[src/qie_defs.vh]
// constants for the quadrature index encoder receiver
// assumes a single 10 MHz clock and encoder pins that are asynchronous
//
// What this block does
// - one cycle is 360 electrical degrees; all phases use that unit.
// - the decoder counts one edge per cycle or four edges per cycle.
// - the receiver tracks 0 to 100000 cycles per second, including standstill.
// - the receiver takes any cycles_per_turn from 50 to 1250 as a parameter.
`ifndef QIE_DEFS_VH
`define QIE_DEFS_VH
`define QIE_CPT_DEFAULT 1250
`define QIE_CPT_MIN 50
`define QIE_CPT_MAX 1250
`define QIE_DEG_PER_CYCLE 360
`define QIE_MAX_CYCLE_RATE 100000
`define QIE_CLOCK_HZ 10000000
`define QIE_POS_WIDTH 13
`define QIE_MODE_SINGLE 1'h0
`define QIE_MODE_FOUR 1'h1
`define QIE_DIR_CW 1'h1
`define QIE_DIR_CCW 1'h0
`define QIE_EDGES_PER_CYCLE 4
`define QIE_PIN_A 0
`define QIE_PIN_B 1
`define QIE_PIN_M 2
`define QIE_PIN_COUNT 3
`define QIE_STEP_NONE 2'h0
`define QIE_STEP_BAD 2'h1
`define QIE_STEP_CCW 2'h2
`define QIE_STEP_CW 2'h3
`endif

[src/qie_sync.v]
// three stage synchroniser for one asynchronous pin
// assumes pin may change at any time relative to clock
`timescale 1ns/100ps
module qie_sync (
	// clock and reset
	input wire clock,
	input wire rstn,
	// pin in, settled level out
	input wire pin,
	output reg level
);
	reg s1_reg;
	reg s2_reg;
	reg s3_reg;
	always @(posedge clock or negedge rstn) begin
		if (!rstn) begin
			s1_reg <= 1'b0;
			s2_reg <= 1'b0;
			s3_reg <= 1'b0;
			level <= 1'b0;
		end else begin
			s1_reg <= pin;
			s2_reg <= s1_reg;
			s3_reg <= s2_reg;
			// change counts only once stages two and three agree
			if (s2_reg == s3_reg) begin
				level <= s3_reg;
			end
		end
	end
endmodule

[src/qie_decoder.v]
// quadrature decoder and position counter for an incremental encoder
// assumes encoder channels a, b and the turn marker arrive asynchronously
`timescale 1ns/100ps
`include "qie_defs.vh"
module qie_decoder #(
	parameter CYCLES_PER_TURN = `QIE_CPT_DEFAULT,
	parameter POS_WIDTH = `QIE_POS_WIDTH
) (
	// clock and reset
	input wire clock,
	input wire rstn,
	// encoder pins
	input wire channel_a,
	input wire channel_b,
	input wire once_per_turn_marker,
	// configuration
	input wire four_edge_decoding,
	input wire marker_clears,
	// results
	output reg [POS_WIDTH-1:0] position,
	output reg direction,
	output reg count_pulse,
	output reg marker_seen,
	output reg phase_error
);
	// out of range turn counts clamp, so the wrap fits any POS_WIDTH of 13 or more
	localparam integer CPT_LOW = (CYCLES_PER_TURN < `QIE_CPT_MIN) ?
		`QIE_CPT_MIN : CYCLES_PER_TURN;
	localparam integer CPT_USED = (CPT_LOW > `QIE_CPT_MAX) ?
		`QIE_CPT_MAX : CPT_LOW;
	// one count per quarter of the 360 degree cycle in four edge mode
	localparam integer CPT_X4 = CPT_USED * `QIE_EDGES_PER_CYCLE;
	localparam [31:0] LAST_X1_W = CPT_USED - 1;
	localparam [31:0] LAST_X4_W = CPT_X4 - 1;
	localparam [POS_WIDTH-1:0] LAST_X1 = LAST_X1_W[POS_WIDTH-1:0];
	localparam [POS_WIDTH-1:0] LAST_X4 = LAST_X4_W[POS_WIDTH-1:0];
	localparam [POS_WIDTH-1:0] ONE = {{(POS_WIDTH-1){1'h0}}, 1'h1};
	localparam [POS_WIDTH-1:0] ZERO = {POS_WIDTH{1'h0}};

	// raw pins and their settled copies, one bank entry per pin
	wire [`QIE_PIN_COUNT-1:0] pin_raw;
	wire [`QIE_PIN_COUNT-1:0] pin_sync;
	wire a_s;
	wire b_s;
	wire m_s;
	wire a_rise;
	wire marker_hit;
	reg a_reg;
	reg b_reg;
	reg m_reg;
	reg [1:0] step_code;
	reg step_raw;
	reg step;
	reg up;
	reg bad;
	reg [POS_WIDTH-1:0] last;
	reg [POS_WIDTH-1:0] pos_next;
	genvar gi;

	assign pin_raw[`QIE_PIN_A] = channel_a;
	assign pin_raw[`QIE_PIN_B] = channel_b;
	assign pin_raw[`QIE_PIN_M] = once_per_turn_marker;

	// banks may settle a clock apart; pins that change closer than
	// two clocks can then land in one sample as a phase error
	generate
		for (gi = 0; gi < `QIE_PIN_COUNT; gi = gi + 1) begin : g_sync
			qie_sync sync_pin (
				.clock(clock),
				.rstn(rstn),
				.pin(pin_raw[gi]),
				.level(pin_sync[gi])
			);
		end
	endgenerate

	assign a_s = pin_sync[`QIE_PIN_A];
	assign b_s = pin_sync[`QIE_PIN_B];
	assign m_s = pin_sync[`QIE_PIN_M];
	// single edge mode counts only this edge
	assign a_rise = a_s && !a_reg;
	// marker only counts while both channels are low
	assign marker_hit = m_s && !m_reg && !a_s && !b_s;

	// gray step direction from old and new state of a and b
	function [1:0] qie_step;
		input [1:0] old_ab;
		input [1:0] new_ab;
		begin
			case ({old_ab, new_ab})
			4'h2, 4'hb, 4'hd, 4'h4: qie_step = `QIE_STEP_CW;
			4'h1, 4'h7, 4'he, 4'h8: qie_step = `QIE_STEP_CCW;
			4'h3, 4'h6, 4'h9, 4'hc: qie_step = `QIE_STEP_BAD;
			default: qie_step = `QIE_STEP_NONE;
			endcase
		end
	endfunction

	// next count going up, wrapping at the end of a turn
	function [POS_WIDTH-1:0] qie_up;
		input [POS_WIDTH-1:0] pos;
		input [POS_WIDTH-1:0] top;
		begin
			if (pos >= top) begin
				qie_up = ZERO;
			end else begin
				qie_up = pos + ONE;
			end
		end
	endfunction

	function [POS_WIDTH-1:0] qie_down;
		input [POS_WIDTH-1:0] pos;
		input [POS_WIDTH-1:0] top;
		begin
			if (pos == ZERO) begin
				qie_down = top;
			end else begin
				qie_down = pos - ONE;
			end
		end
	endfunction

	// bit1 valid step, bit0 clockwise; code 01 means both changed
	always @* begin
		step_code = qie_step({a_reg, b_reg}, {a_s, b_s});
		step_raw = 1'h0;
		up = direction;
		bad = 1'h0;
		case (step_code)
		`QIE_STEP_CW: begin
			up = `QIE_DIR_CW;
			step_raw = 1'h1;
		end
		`QIE_STEP_CCW: begin
			up = `QIE_DIR_CCW;
			step_raw = 1'h1;
		end
		`QIE_STEP_BAD: begin
			bad = 1'h1;
		end
		default: begin
			step_raw = 1'h0;
		end
		endcase
	end

	// single edge mode keeps only the rising edge of a
	always @* begin
		step = step_raw;
		if (four_edge_decoding == `QIE_MODE_SINGLE) begin
			if (!a_rise) begin
				step = 1'h0;
			end
		end
	end

	always @* begin
		last = four_edge_decoding ? LAST_X4 : LAST_X1;
		pos_next = position;
		if (step) begin
			if (up == `QIE_DIR_CW) begin
				pos_next = qie_up(position, last);
			end else begin
				pos_next = qie_down(position, last);
			end
		end
		// a marker in the same cycle as a step wins
		if (marker_clears && marker_hit) begin
			pos_next = ZERO;
		end
	end

	// input history for the edge compare
	always @(posedge clock or negedge rstn) begin
		if (!rstn) begin
			a_reg <= 1'h0;
			b_reg <= 1'h0;
			m_reg <= 1'h0;
		end else begin
			a_reg <= a_s;
			b_reg <= b_s;
			m_reg <= m_s;
		end
	end

	// with no edges nothing moves, so standstill holds position
	always @(posedge clock or negedge rstn) begin
		if (!rstn) begin
			position <= ZERO;
			direction <= `QIE_DIR_CW;
		end else begin
			position <= pos_next;
			direction <= up;
		end
	end

	// one cycle strobe per counted edge
	always @(posedge clock or negedge rstn) begin
		if (!rstn) begin
			count_pulse <= 1'h0;
		end else begin
			count_pulse <= step;
		end
	end

	always @(posedge clock or negedge rstn) begin
		if (!rstn) begin
			marker_seen <= 1'h0;
		end else begin
			marker_seen <= marker_hit;
		end
	end

	// sticky until reset; a skipped state means lost counts
	always @(posedge clock or negedge rstn) begin
		if (!rstn) begin
			phase_error <= 1'h0;
		end else begin
			phase_error <= phase_error | bad;
		end
	end
endmodule

[config.mk]
export PLATFORM = sky130hd
export DESIGN_NAME = qie_decoder
export DESIGN_NICKNAME = d
export VERILOG_FILES = /design/src/qie_sync.v /design/src/qie_decoder.v
export VERILOG_INCLUDE_DIRS = /design/src
export SDC_FILE = /design/constraint.sdc
export NUM_CORES = 1
export LEC_CHECK = 0
export BUFFER_PORTS_ARGS = -buffer_cell sky130_fd_sc_hd__buf_2
export CAP_MARGIN = 20
export CORE_ASPECT_RATIO = 2
export CORE_UTILIZATION = 30
export DETAILED_ROUTE_END_ITERATION = 6
export SYNTH_ARGS = -nofsm -noshare
export SYNTH_HDL_FRONTEND = slang
export SYNTH_SLANG_ARGS = --single-unit
[constraint.sdc]
create_clock -name clock -period 3.9 [get_ports clock]
set_clock_uncertainty 0.2 [all_clocks]
set_input_delay 0.78 -clock clock [delete_from_list [all_inputs] [get_ports clock]]
set_output_delay 0.78 -clock clock [all_outputs]
set_load 0.05 [all_outputs]
# After elaboration in Yosys (flattened, before gate mapping)
# Memory sizes are Yosys's and may differ from the RTL's.
# Index checks and enable logic that the tools add are counted.
# classes
muxes,11
add_sub_neg,2
n_lt_le_gt_ge,1
n_bitwise,1
n_reduce_logical,12
n_eq_ne,6
# ops
operator,n
13-bit 2-to-1 mux,6
"13-bit by 1-bit adder with 13-bit output, second input constant",1
13-bit >= comparator,1
13-bit logical NOT,1
"13-bit by 1-bit subtractor with 13-bit output, second input constant",1
1-bit logical AND,5
"2-bit equality test, second input constant",2
1-bit logical NOT,4
1-bit 2-to-1 mux,4
1-bit equality test,3
"2-bit by 1-bit equality test with 1-bit output, second input constant",1
1-bit one-hot mux with 2 select lines,1
2-bit nonzero test,1
2-bit OR reduction,1
1-bit bitwise OR,1
# totals
input_bits,7
out_inout_bits,17
wordCells,54
romBits,32
n_memories,1
regBits,32
# mem_list
name,depth,word_bits,read_ports,rd_ports_with_merged_regs,write_ports,line,text
(name not given),16,2,1,0,0,qie_decoder.v:90,"case ({old_ab, new_ab})"

# Logic depth before layout (Yosys ltp)
# Gate-level depths: netlist of run 1.
# An unclocked memory read counts as a cell.
# depth
word_depth,8
ltp_mapped,9
ltp_nobuf,8

# Hierarchy
# Synthesis of run 1 repeated with hierarchy kept, for this count alone.
# hier_totals
cells_unflattened,216
hier_area_um2,1951.9
# modules_own_cells
mod,seq_area_each_um2,area_each_um2,instances,cells_each
qie_decoder,501.7,1617.8,1,201
qie_sync,100.1,111.4,3,5

# Worst setup path before layout of run 1
# Ideal clock, no wire load.
# synth_timing
path_kind,input -> register
from,input port four_edge_decoding
to,register position[9]
required_time_ns,3.618
slack_ns,0.553
arrival_time_ns,3.065
path_stages,9
n_path_buf,1
cell_sequence,clkbuf_1 -> inv_1 -> ha_1 -> a21o_1 -> a2111oi_0 -> o211ai_2 -> or2_2 -> o32a_1 -> o22ai_1
# synth_between
elab_chain_cells,6
word_cells_on_any_way,9
cone_classes,order compare: 1; mux: 7; reduce/logical: 1
# synth_rtl
element,line,text
from (decl),qie_decoder.v:17,"input wire four_edge_decoding,"
13-bit 2-to-1 mux,qie_decoder.v:159,last = four_edge_decoding ? LAST_X4 : LAST_X1;
13-bit >= comparator,qie_decoder.v:104,if (pos >= top) begin
13-bit 2-to-1 mux,qie_decoder.v:104,
13-bit 2-to-1 mux,qie_decoder.v:162,if (up == `QIE_DIR_CW) begin
13-bit 2-to-1 mux,qie_decoder.v:161,if (step) begin
13-bit 2-to-1 mux,qie_decoder.v:169,if (marker_clears && marker_hit) begin
to (signal assigned),qie_decoder.v:193,position <= pos_next;
to (decl),qie_decoder.v:20,"output reg [POS_WIDTH-1:0] position,"
# Parallel ways exist; a longest one is shown, timed or not. The select of a mux whose other input is x is not followed.
# A chain may end at the register's enable or synchronous reset.

# Worst setup path in the final report of run 1
# layout_timing
from,register position[1]
to,register position[8]
# layout_between
elab_chain_cells,5
word_cells_on_any_way,9
cone_classes,add/sub: 2; order compare: 1; mux: 5; reduce/logical: 1
# layout_rtl
element,line,text
13-bit by 1-bit subtractor with 13-bit output (tied with other cells),qie_decoder.v:119,qie_down = pos - ONE;
"13-bit 2-to-1 mux, on equally long branches","qie_decoder.v:116, qie_decoder.v:104",
13-bit 2-to-1 mux (*),qie_decoder.v:162,
13-bit 2-to-1 mux (*),qie_decoder.v:161,
13-bit 2-to-1 mux (*),qie_decoder.v:169,
# Every way passes the cells marked *; elsewhere a longest branch is shown, timed or not. The select of a mux whose other input is x is not followed.

==> out/metrics.csv, run 1 <==
stage;metric;value;unit
grt;grt_pass1_vias;1892;
clock_network;htree_levels;2;
sta;fmax;0.310;GHz
critical_path;startpoint_type;flop;
outcome;outcome;finished, final reports clean;
final_layout;num-nets-final;262;
floorplan;die_x;59.7;um
clock_network;tritoncts;built;
placement;dpl_cell_area;2220;um^2
critical_path;reg2regPathDepth;9;
routing;drc;0;
synth;synth.avg_cell_area;9.08;um^2
hold_path;hold_depth;0;
sta;report.final.slew_viol_count;0;
final_layout;final_cell_mix;dfrtp_1 (31), nand2_1 (24), buf_2 (23);
critical_path;crit_chain;buf_4, inv_1, ha_1, nor4b_1, nand4_1, o21ai_0, nor2_1, o211ai_1, nand2_1;
sta;setup_tns;0;ns
final_layout;syn2layout_area_growth;19.5;%
final_layout;layout_commonest_cell;dfrtp_1;
floorplan;coreArea;6360;um^2
clock_network;cts_resized;0;
hold_path;holdPathEnd;g_sync[2].sync_pin.s2_reg;
critical_path;cpMaxStageDelayCell;nor4b_1;
floorplan;die_y;117;um
synth;synthCells;220;
critical_path;cpPeakStageDelay;0.74;ns
floorplan;dieArea;7010;um^2
power_and_ir_drop;power;2.04;mW
final_layout;fill_cells;703;
critical_path;worst-r2r-setup-slack;0.67;ns
routing;dr.first_iter.drc_count;59;
routing;detail-route-antenna-nets;0;
synth;syn-cell-area;2000;um^2
synth;yosys_warnings;0;
critical_path;cp_data_arrival_time;3.20;ns
routing;drt_pass1_iterations;4;
critical_path;end_kind;flop;
routing;wl_per_cell;17.8;um
clock_network;clock_latency;0.29;ns
critical_path;worstPathMaxFanout;8;
final_layout;diodes;0;
critical_path;r2r_start;position[1];
sta;finalSetupViolCount;0;
placement;placed_cells;324;
final_layout;top_register;position;
hold_path;hold_class;flop to flop;
hold_path;hold_start;g_sync[2].sync_pin.s1_reg;
final_layout;multi_input_area;1110;um^2
synth;ys_async_sr_fraction;1.00;
synth;synthDistinctLibCells;54;
power_and_ir_drop;p_leak;1.04;nW
placement;place.gp.congestion;0.994;
sta;period_needed;3.23;ns
clock_network;cts_made_buffers;5;
sta;tightest_slew;0.879;ns
critical_path;criticalPathCategory;flop to flop;
final_layout;seq_area;802;um^2
clock_network;postCtsSetupRepairBufs;0;
routing;wirelength;5.92;mm
job;max-cap-violations;0;
grt;track_usage;0.189;
power_and_ir_drop;vdd_drop_max;0.231;mV
placement;pre_cts_ws;0.536;ns
power_and_ir_drop;p_per_area;856;nW/um^2
critical_path;r2r-end;position[8];
final_layout;largest_reg_flops;13;
placement;portBuffers;23;
final_layout;drive_gt1_frac;0.203;
floorplan;start_util;0.314;
synth;yosysSeqAreaShare;0.401;
floorplan;num_rows;41;
sta;setup_ws;0.673;ns
synth;ys_ff_latch;32;
grt;grt_max_degree;33;
grt;antenna_found_initial;0;
clock_network;clk_path_buf_depth;2;
sta;hold_violations;0;
floorplan;io_pins;24;
grt;grt-ovfl-total;0;
routing;num_vias;1864;
synth;synth_edf_count;0;
sta;fin_crit_sh;0.828;
synth;synth_nets;237;
critical_path;critPathRequiredTime;3.87;ns
clock_network;clkTransAtPathRegs;0.06;ns
placement;dpl.hpwl;4.38;mm
clock_network;holdBufCountCts;0;
final_layout;fin_cells;332;
routing;viasPerCell;5.61;
final_layout;final_cell_area;2390;um^2
sta;rsz0062_at_grt;false;
synth;ys.flop_type;dfrtp_1;
grt;grt_pass1_wl;9.63;mm
clock_network;cts_root_buf;clkbuf_16;
sta;relSlewSlack;0.406;
clock_network;clock_sinks;32;
synthesized netlist by cell type (2+ instances only):
cell | number | share of area
nand4_1 | 3 | 0.0094
and3_1 | 3 | 0.0094
a211oi_1 | 2 | 0.0075
or2_2 | 4 | 0.013
or3_1 | 2 | 0.0063
nand2b_1 | 2 | 0.0063
nor2b_1 | 3 | 0.0094
o21ai_0 | 8 | 0.020
a21oi_1 | 13 | 0.033
xnor2_1 | 4 | 0.018
clkbuf_1 | 8 | 0.015
nand4b_1 | 3 | 0.013
nand2_1 | 24 | 0.045
maj3_1 | 4 | 0.020
ha_1 | 10 | 0.063
nor4_1 | 4 | 0.013
dfrtp_1 | 31 | 0.39
a211o_1 | 2 | 0.0088
nand3_1 | 7 | 0.018
o32ai_1 | 2 | 0.0088
a31oi_1 | 5 | 0.016
nor4b_1 | 3 | 0.013
or4_1 | 3 | 0.011
nor3_1 | 6 | 0.015
a21o_1 | 3 | 0.011
xor2_1 | 5 | 0.022
o211ai_2 | 2 | 0.013
o211ai_1 | 2 | 0.0075
inv_1 | 7 | 0.013
nor2_1 | 17 | 0.032
o22ai_1 | 3 | 0.0094
buf_2 | 3 | 0.0075
critical path: cells and delay by family, from the launching register on:
kind	cells	cell delay, ns
flops	1	0.36
buf+inv	2	0.23
simple gates	4	1.40
compound gates	2	0.69
fa+ha+maj	1	0.22
layout make-up:
cell class / instances / share of cell area
Clock inverter: 3 / 0.0178
Inverter: 7 / 0.0110
Timing Repair Buffer: 31 / 0.0733
Clock buffer: 5 / 0.0524
Multi-Input combinational cell: 168 / 0.465
Sequential cell: 32 / 0.336
Tap cell: 86 / 0.0450
logic make-up after synthesis:
logic type,after synthesis,share of synthesized area
xor gates and xnor gates,9,0.0394
adders and majority gates,14,0.0827
buffers and inverters,20,0.0432
muxes,2,0.0125
AOI/OAI and AO/OA,53,0.180
and+or+nand+nor,90,0.240
DFF,32,0.401
routing by layer:
| layer | wire (um) | part of all wire | GRT usage | up-vias |
|---|---|---|---|---|
| met4 | 497 | 0.084 | 0.174 | 0 |
| met1 | 2140 | 0.36 | 0.192 | 908 |
| met5 | 0 | 0 | 0 | - |
| met2 | 3090 | 0.52 | 0.308 | 64 |
| met3 | 188 | 0.032 | 0.0331 | 30 |
| li1 | - | - | - | 862 |
worst max path at each step:
stage,to,slack (ns),startpoint
2_1_floorplan,position[9],0.55,four_edge_decoding
3_3_place_gp,position[7],0.61,four_edge_decoding
3_5_place_dp,position[9],0.54,four_edge_decoding
4_1_cts,position[9],0.82,four_edge_decoding
5_1_grt,position[7],0.56,four_edge_decoding
6_report,position[8],0.67,position[1]
power by group:
group,internal (mW),switching (mW),total (mW)
Sequential,0.409,0.167,0.576
Combinational,0.343,0.667,1.01
Clock,0.300,0.158,0.458
metrics by stage:
stage | hold WS [ns] | util
floorplan | 0.131 | -
global placement | 0.137 | 0.349
detailed placement | 0.135 | 0.349
CTS | 0.150 | 0.375
global route | 0.155 | 0.375
finish | 0.151 | 0.375
Note: power is estimated with default switching activity, not from simulation.
==> inputs of run 2 (changes only) <==
clock period = 3.2 ns   (was 3.9 ns; I/O delays follow)
==> run 2 against run 1 <==
  * Cell count up 2.1%
  * Sequential share of layout area down 0.69 points
  * Via count down 1.0%
  * First-iteration DRC count up 39%
  * Critical endpoint is now position[9]
  * Largest cell class unchanged
  * Highest routed layer unchanged
==> out/metrics.csv, run 2 (synthesis results as in run 1) <==
stage;metric;value;unit;change
power_and_ir_drop;power;2.53;mW;+24%
clock_network;clkTransAtPathRegs;0.05;ns;about the same
final_layout;layout_commonest_cell;dfrtp_1;;
floorplan;die_y;117;um;unchanged
job;max-cap-violations;0;;unchanged
final_layout;num-nets-final;269;;+2.7%
power_and_ir_drop;p_leak;1.08;nW;+3.5%
sta;fin_crit_sh;0.896;;
routing;num_vias;1845;;-1.0%
grt;grt-ovfl-total;0;;unchanged
clock_network;clock_sinks;32;;unchanged
critical_path;worstPathMaxFanout;6;;-2
final_layout;syn2layout_area_growth;22.0;%;
clock_network;postCtsSetupRepairBufs;0;;unchanged
final_layout;final_cell_mix;dfrtp_1 (31), nand2_1 (24), buf_2 (23);;
floorplan;start_util;0.314;;unchanged
final_layout;top_register;position;;
final_layout;largest_reg_flops;13;;unchanged
placement;placed_cells;331;;+2.2%
critical_path;cp_data_arrival_time;2.87;ns;-0.33 ns
sta;report.final.slew_viol_count;0;;unchanged
clock_network;cts_root_buf;clkbuf_16;;
power_and_ir_drop;p_per_area;1040;nW/um^2;+21%
critical_path;end_kind;flop;;
critical_path;critPathRequiredTime;3.21;ns;-0.66 ns
clock_network;cts_made_buffers;5;;unchanged
sta;relSlewSlack;0.511;;+0.105
clock_network;holdBufCountCts;0;;unchanged
routing;wl_per_cell;17.2;um;-3.7%
clock_network;htree_levels;2;;unchanged
routing;viasPerCell;5.44;;-3.1%
floorplan;num_rows;41;;unchanged
final_layout;fin_cells;339;;+2.1%
clock_network;tritoncts;built;;
placement;place.gp.congestion;0.930;;-6.4%
sta;finalSetupViolCount;0;;unchanged
hold_path;hold_class;flop to flop;;
grt;grt_max_degree;33;;unchanged
grt;track_usage;0.184;;-0.00579
floorplan;dieArea;7010;um^2;unchanged
sta;hold_violations;0;;unchanged
critical_path;criticalPathCategory;primary input to flop;;
grt;grt_pass1_vias;1865;;-1.4%
sta;rsz0062_at_grt;false;;
outcome;outcome;finished, final reports clean;;
floorplan;coreArea;6360;um^2;unchanged
routing;drt_pass1_iterations;7;;+3
sta;setup_tns;0;ns;unchanged
clock_network;clock_latency;0.28;ns;about the same
sta;tightest_slew;0.733;ns;-0.146 ns
sta;fmax;0.349;GHz;
clock_network;clk_path_buf_depth;2;;unchanged
grt;antenna_found_initial;0;;unchanged
clock_network;cts_resized;0;;unchanged
power_and_ir_drop;vdd_drop_max;0.325;mV;+41%
routing;dr.first_iter.drc_count;82;;+39%
grt;grt_pass1_wl;9.37;mm;-2.7%
final_layout;drive_gt1_frac;0.221;;+0.0181
placement;dpl.hpwl;4.35;mm;-0.52%
floorplan;die_x;59.7;um;unchanged
placement;portBuffers;23;;unchanged
routing;drc;0;;unchanged
final_layout;diodes;0;;unchanged
routing;wirelength;5.83;mm;-1.6%
routing;detail-route-antenna-nets;0;;unchanged
critical_path;startpoint_type;primary input;;
sta;period_needed;2.87;ns;
floorplan;io_pins;24;;unchanged
==> run 2: cell count changes in the layout (fill, tap and decap cells not counted) <==
cell        delta
a2111oi_0      -1
clkbuf_1       +1
a2111oi_1      +1
buf_4          +7
clkinvlp_4     -1
==> run 2: final timing paths <==
kind | start | to | slack [ns] | depth (start not counted)
min in group asynchronous | rstn | g_sync[2].sync_pin.s1_reg | 0.21 | 1
max | four_edge_decoding | position[9] | 0.33 | 9
min reg2reg | g_sync[0].sync_pin.s1_reg | g_sync[0].sync_pin.s2_reg | 0.15 | 0
min | g_sync[0].sync_pin.s1_reg | g_sync[0].sync_pin.s2_reg | 0.15 | 0
max reg2reg | position[1] | position[9] | 0.34 | 8
max in group asynchronous | rstn | g_sync[0].sync_pin.s1_reg | 2.11 | 1
==> run 2: final cells by class <==
cell class                 instances  area [um^2]
timing repair buffer              38          228
tap                               86          108
inverter                           7         26.3
clock inverter                     2         35.0
multi-input combinational        168         1110
sequential                        32          802
clock buffer                       6          129
fill                             659         3920
==> run 2: layer usage <==
layer  vias up  global-route usage  share of wire
met2        60               0.304           0.53
met4         0               0.160          0.082
met1       885               0.186           0.36
met3        31              0.0309          0.032
li1        869                   -              -
met5         -                   0              0
==> run 2: stage by stage <==
| step | utilization | area (um^2) | hold slack (ns) | setup WS (ns) |
|---|---|---|---|---|
| after floorplan | - | 2000 | 0.131 | 0.0362 |
| after global placement | 0.358 | 2270 | 0.134 | 0.125 |
| after detailed placement | 0.358 | 2270 | 0.138 | 0.0784 |
| after CTS | 0.383 | 2440 | 0.150 | 0.349 |
| after global routing | 0.383 | 2440 | 0.153 | 0.228 |
| final | 0.383 | 2440 | 0.148 | 0.331 |
==> run 2: critical path: stages <==
cell,delay (ns)
buf_2,0.12
inv_1,0.16
ha_1,0.26
a21o_1,0.15
a2111oi_1,0.44
o211ai_2,0.26
or2_2,0.36
o32a_1,0.34
o22ai_1,0.14
==> run 2: power by group <==
part	internal (mW)	total, mW	switching, mW
clock	0.366	0.544	0.179
sequential	0.500	0.670	0.171
combinational	0.460	1.31	0.852
total	1.33	2.53	1.20
==> inputs of run 3 (changes only) <==
ABC_AREA = 1   (was unset)
CORE_ASPECT_RATIO = 1.1   (was 2)
==> run 3 against run 2 <==
  * Sequential power is 10% higher
  * Via count is 21% higher
  * Routed wire length is 1.6% higher
  * Flip-flop and latch count stayed put
  * Cell count is 40% higher
  * Total power is 3.8% lower
  * Non-clock buffer count is 15 lower
  * Worst hold slack better by 0.0018 ns
  * Sequential share of layout area is 2.1 points lower
  * Setup slack better by 0.61 ns
  * Register-to-register slack better by 0.62 ns
  * Fmax is 27% higher
==> out/metrics.csv, run 3 <==
stage;metric;value;unit;change
outcome;outcome;finished, final reports clean;;
power_and_ir_drop;p_switching;1.37;mW;+14%
power_and_ir_drop;power;2.43;mW;-3.8%
synth;synthDistinctLibCells;30;;-44%
clock_network;postCtsSetupRepairBufs;0;;unchanged
synth;synthTopCellsByCount;nand2_1 (143), nand3_1 (35), inv_1 (32), dfrtp_1 (31), nor2_1 (27);;
critical_path;cpPeakStageDelay;0.34;ns;-0.10 ns
critical_path;startpoint_type;primary input;;
routing;viasPerCell;4.73;;-13%
synth;synthMostInstantiatedCell;nand2_1;;
synth;synth_nets;366;;+54%
sta;finalSetupViolCount;0;;unchanged
synth;ys_ff_latch;32;;unchanged
clock_network;clock_sinks;32;;unchanged
sta;relSlewSlack;0.518;;+0.00670
floorplan;num_rows;33;;-20%
synth;yosysSeqAreaShare;0.342;;-0.0599
clock_network;cts_root_buf;clkbuf_8;;
routing;num_vias;2239;;+21%
grt;track_usage;0.158;;-0.0257
placement;dpl.hpwl;4.24;mm;-2.6%
hold_path;hold_class;flop to flop;;
sta;hold_violations;0;;unchanged
critical_path;worstPathMaxFanout;8;;+2
synth;ys.flop_type;dfrtp_1;;
floorplan;start_util;0.313;;-0.00160
synth;synth_mux_area_frac;0;;-0.0125
synth;ys_async_sr_fraction;1.00;;unchanged
power_and_ir_drop;seq_power_share;0.304;;+0.039
final_layout;num-nets-final;384;;+43%
placement;dpl_cell_area;2520;um^2;+11%
synth;synth_area_leaders;dfrtp_1 (33%), nand2_1 (23%), nand3_1 (7.5%);;
clock_network;tritoncts;built;;
power_and_ir_drop;switching_share;0.565;;+0.0897
critical_path;path_common_cell;nand2_1;;
final_layout;final_util;0.347;;-0.0362
critical_path;critPathRequiredTime;3.23;ns;+0.02 ns
final_layout;final_cell_area;2610;um^2;+7.0%
floorplan;io_pins;24;;unchanged
power_and_ir_drop;p_comb_frac;0.561;;+0.042
sta;period_needed;2.26;ns;-0.612 ns
final_layout;largest_reg_flops;13;;unchanged
power_and_ir_drop;p_int;1.06;mW;-20%
grt;antenna_found_initial;0;;unchanged
floorplan;dieArea;8190;um^2;+17%
sta;setup_tns;0;ns;unchanged
sta;rsz0062_at_grt;false;;
grt;grt-ovfl-total;0;;unchanged
clock_network;clk_path_buf_depth;2;;unchanged
routing;drt_pass1_iterations;6;;-1
clock_network;htree_levels;2;;unchanged
synth;syn-cell-area;2350;um^2;+18%
grt;grt_pass1_vias;2091;;+12%
floorplan;coreArea;7510;um^2;+18%
synth;yosys_warnings;0;;unchanged
clock_network;clkTransAtPathRegs;0.08;ns;+0.03 ns
critical_path;cp_data_arrival_time;2.29;ns;-0.58 ns
synth;synth_edf_count;0;;unchanged
placement;placed_cells;465;;+40%
synth;synth-simple-area-share;0.414;;+0.174
sta;report.final.slew_viol_count;0;;unchanged
final_layout;top_register;position;;
routing;wl_per_cell;12.5;um;-27%
power_and_ir_drop;p_per_area;932;nW/um^2;-10%
clock_network;cts_resized;0;;unchanged
sta;fmax;0.443;GHz;+27%
final_layout;final_cell_mix;nand2_1 (143), nand3_1 (35), inv_1 (32);;
clock_network;holdBufCountCts;0;;unchanged
final_layout;fin_cells;473;;+40%
critical_path;cpMaxStageDelayCell;ha_1;;
final_layout;layout_commonest_cell;nand2_1;;
clock_network;clock_latency;0.29;ns;about the same
sta;fin_crit_sh;0.705;;-0.191
clock_network;cts_made_buffers;5;;unchanged
floorplan;die_x;86.4;um;+45%
critical_path;end_kind;flop;;
synth;synth_area_leader_cell;dfrtp_1;;
routing;dr.first_iter.drc_count;203;;+150%
floorplan;die_y;94.8;um;-19%
power_and_ir_drop;p_leak;1.38;nW;+28%
synth;synth_compound_area_frac;0.0597;;-0.121
grt;grt_pass1_wl;9.98;mm;+6.5%
synth;synth_top_area_frac;0.330;;-0.0579
placement;place.gp.congestion;0.875;;-5.9%
routing;detail-route-antenna-nets;0;;unchanged
power_and_ir_drop;vdd_drop_max;0.270;mV;-17%
routing;drc;0;;unchanged
final_layout;syn2layout_area_growth;11.1;%;
synth;synth_fa_ha_area_frac;0.0661;;-0.0166
placement;portBuffers;23;;unchanged
synth;synth_top_family_by_area;simple AND/OR/NAND/NOR gates;;
synth;synthCells;349;;+59%
final_layout;diodes;0;;unchanged
critical_path;criticalPathCategory;primary input to flop;;
synth;synthXorXnorAreaFrac;0.0298;;-0.00961
synth;synth.avg_cell_area;6.73;um^2;-26%
critical_path;crit_chain;buf_2, inv_1, ha_1, a21o_1, nor2_1, nand2_1, nor2_4, nand2_1, nand2_1, nand3_1, nand2_1;;
job;max-cap-violations;0;;unchanged
grt;grt_max_degree;33;;unchanged
power_and_ir_drop;pwr-share-clk;0.135;;-0.080
sta;tightest_slew;0.723;ns;-0.0101 ns
final_layout;drive_gt1_frac;0.136;;-0.0855
routing;wirelength;5.92;mm;+1.6%
## run 3: cell count changes after synthesis, moves of 4 or more
cell	delta
a21oi_1	-9
a31oi_1	-5
buf_2	+5
clkbuf_1	-8
inv_1	+25
nand2_1	+119
nand2_2	+6
nand3_1	+28
nor2_1	+10
nor2_2	+4
nor3_1	-6
nor4_1	-4
or2_2	-4
## run 3: kinds of logic after synthesis
kind of cell | Yosys count
adders and majority gates | 13
DFF | 32
AOI/OAI and AO/OA | 23
and+or+nand+nor | 227
xor gates and xnor gates | 8
buffers and inverters | 46
## run 3: path summary, 6_finish.rpt
kind	startpoint	end	slack (ns)	cells past startpoint
worst max-delay path	four_edge_decoding	position[9]	0.94	11
worst min-delay path	g_sync[0].sync_pin.s1_reg	g_sync[0].sync_pin.s2_reg	0.15	0
worst max register to register	position[0]	position[7]	0.96	8
worst min register to register	g_sync[0].sync_pin.s1_reg	g_sync[0].sync_pin.s2_reg	0.15	0
max in group asynchronous	rstn	position[2]	2.14	1
min in group asynchronous	rstn	g_sync[0].sync_pin.s1_reg	0.20	1
## run 3: area by class of cell
cell class | instances | area, um^2
Fill cell | 831 | 4910
Clock inverter | 3 | 23.8
Sequential cell | 32 | 802
Clock buffer | 5 | 68.8
Multi-Input combinational cell | 271 | 1340
Inverter | 34 | 130
Tap cell | 105 | 131
Timing Repair Buffer | 23 | 115
## run 3: per-stage QoR
stage | setup slack (ns) | hold WS [ns]
after floorplan | 1.10 | 0.131
after CTS | 0.982 | 0.154
after global placement | 0.740 | 0.132
after detailed placement | 0.681 | 0.136
final | 0.943 | 0.150
after global routing | 0.765 | 0.168
## run 3: power by group through the flow
stage	combinational, mW	sequential, mW	clock (mW)
6_report	1.36	0.740	0.328
5_1_grt	1.54	0.762	0.352
4_1_cts	1.36	0.739	0.340
3_5_place_dp	1.36	0.746	0
3_3_place_gp	1.35	0.746	0
2_1_floorplan	0.942	0.870	0
## run 3: worst max-delay path: cells and delay by family
kind            cells  cell delay [ns]
compound gates      1             0.18
simple gates        7             0.77
buf+inv             2             0.36
fa+ha+maj           1             0.34
## run 3: routing by layer
| metal | global-route usage | share of wire | vias to the layer above |
|---|---|---|---|
| met1 | 0.208 | 0.48 | 1027 |
| li1 | - | - | 1133 |
| met5 | 0 | 0 | - |
| met4 | 0.0611 | 0.017 | 0 |
| met2 | 0.260 | 0.46 | 69 |
| met3 | 0.0227 | 0.043 | 10 |
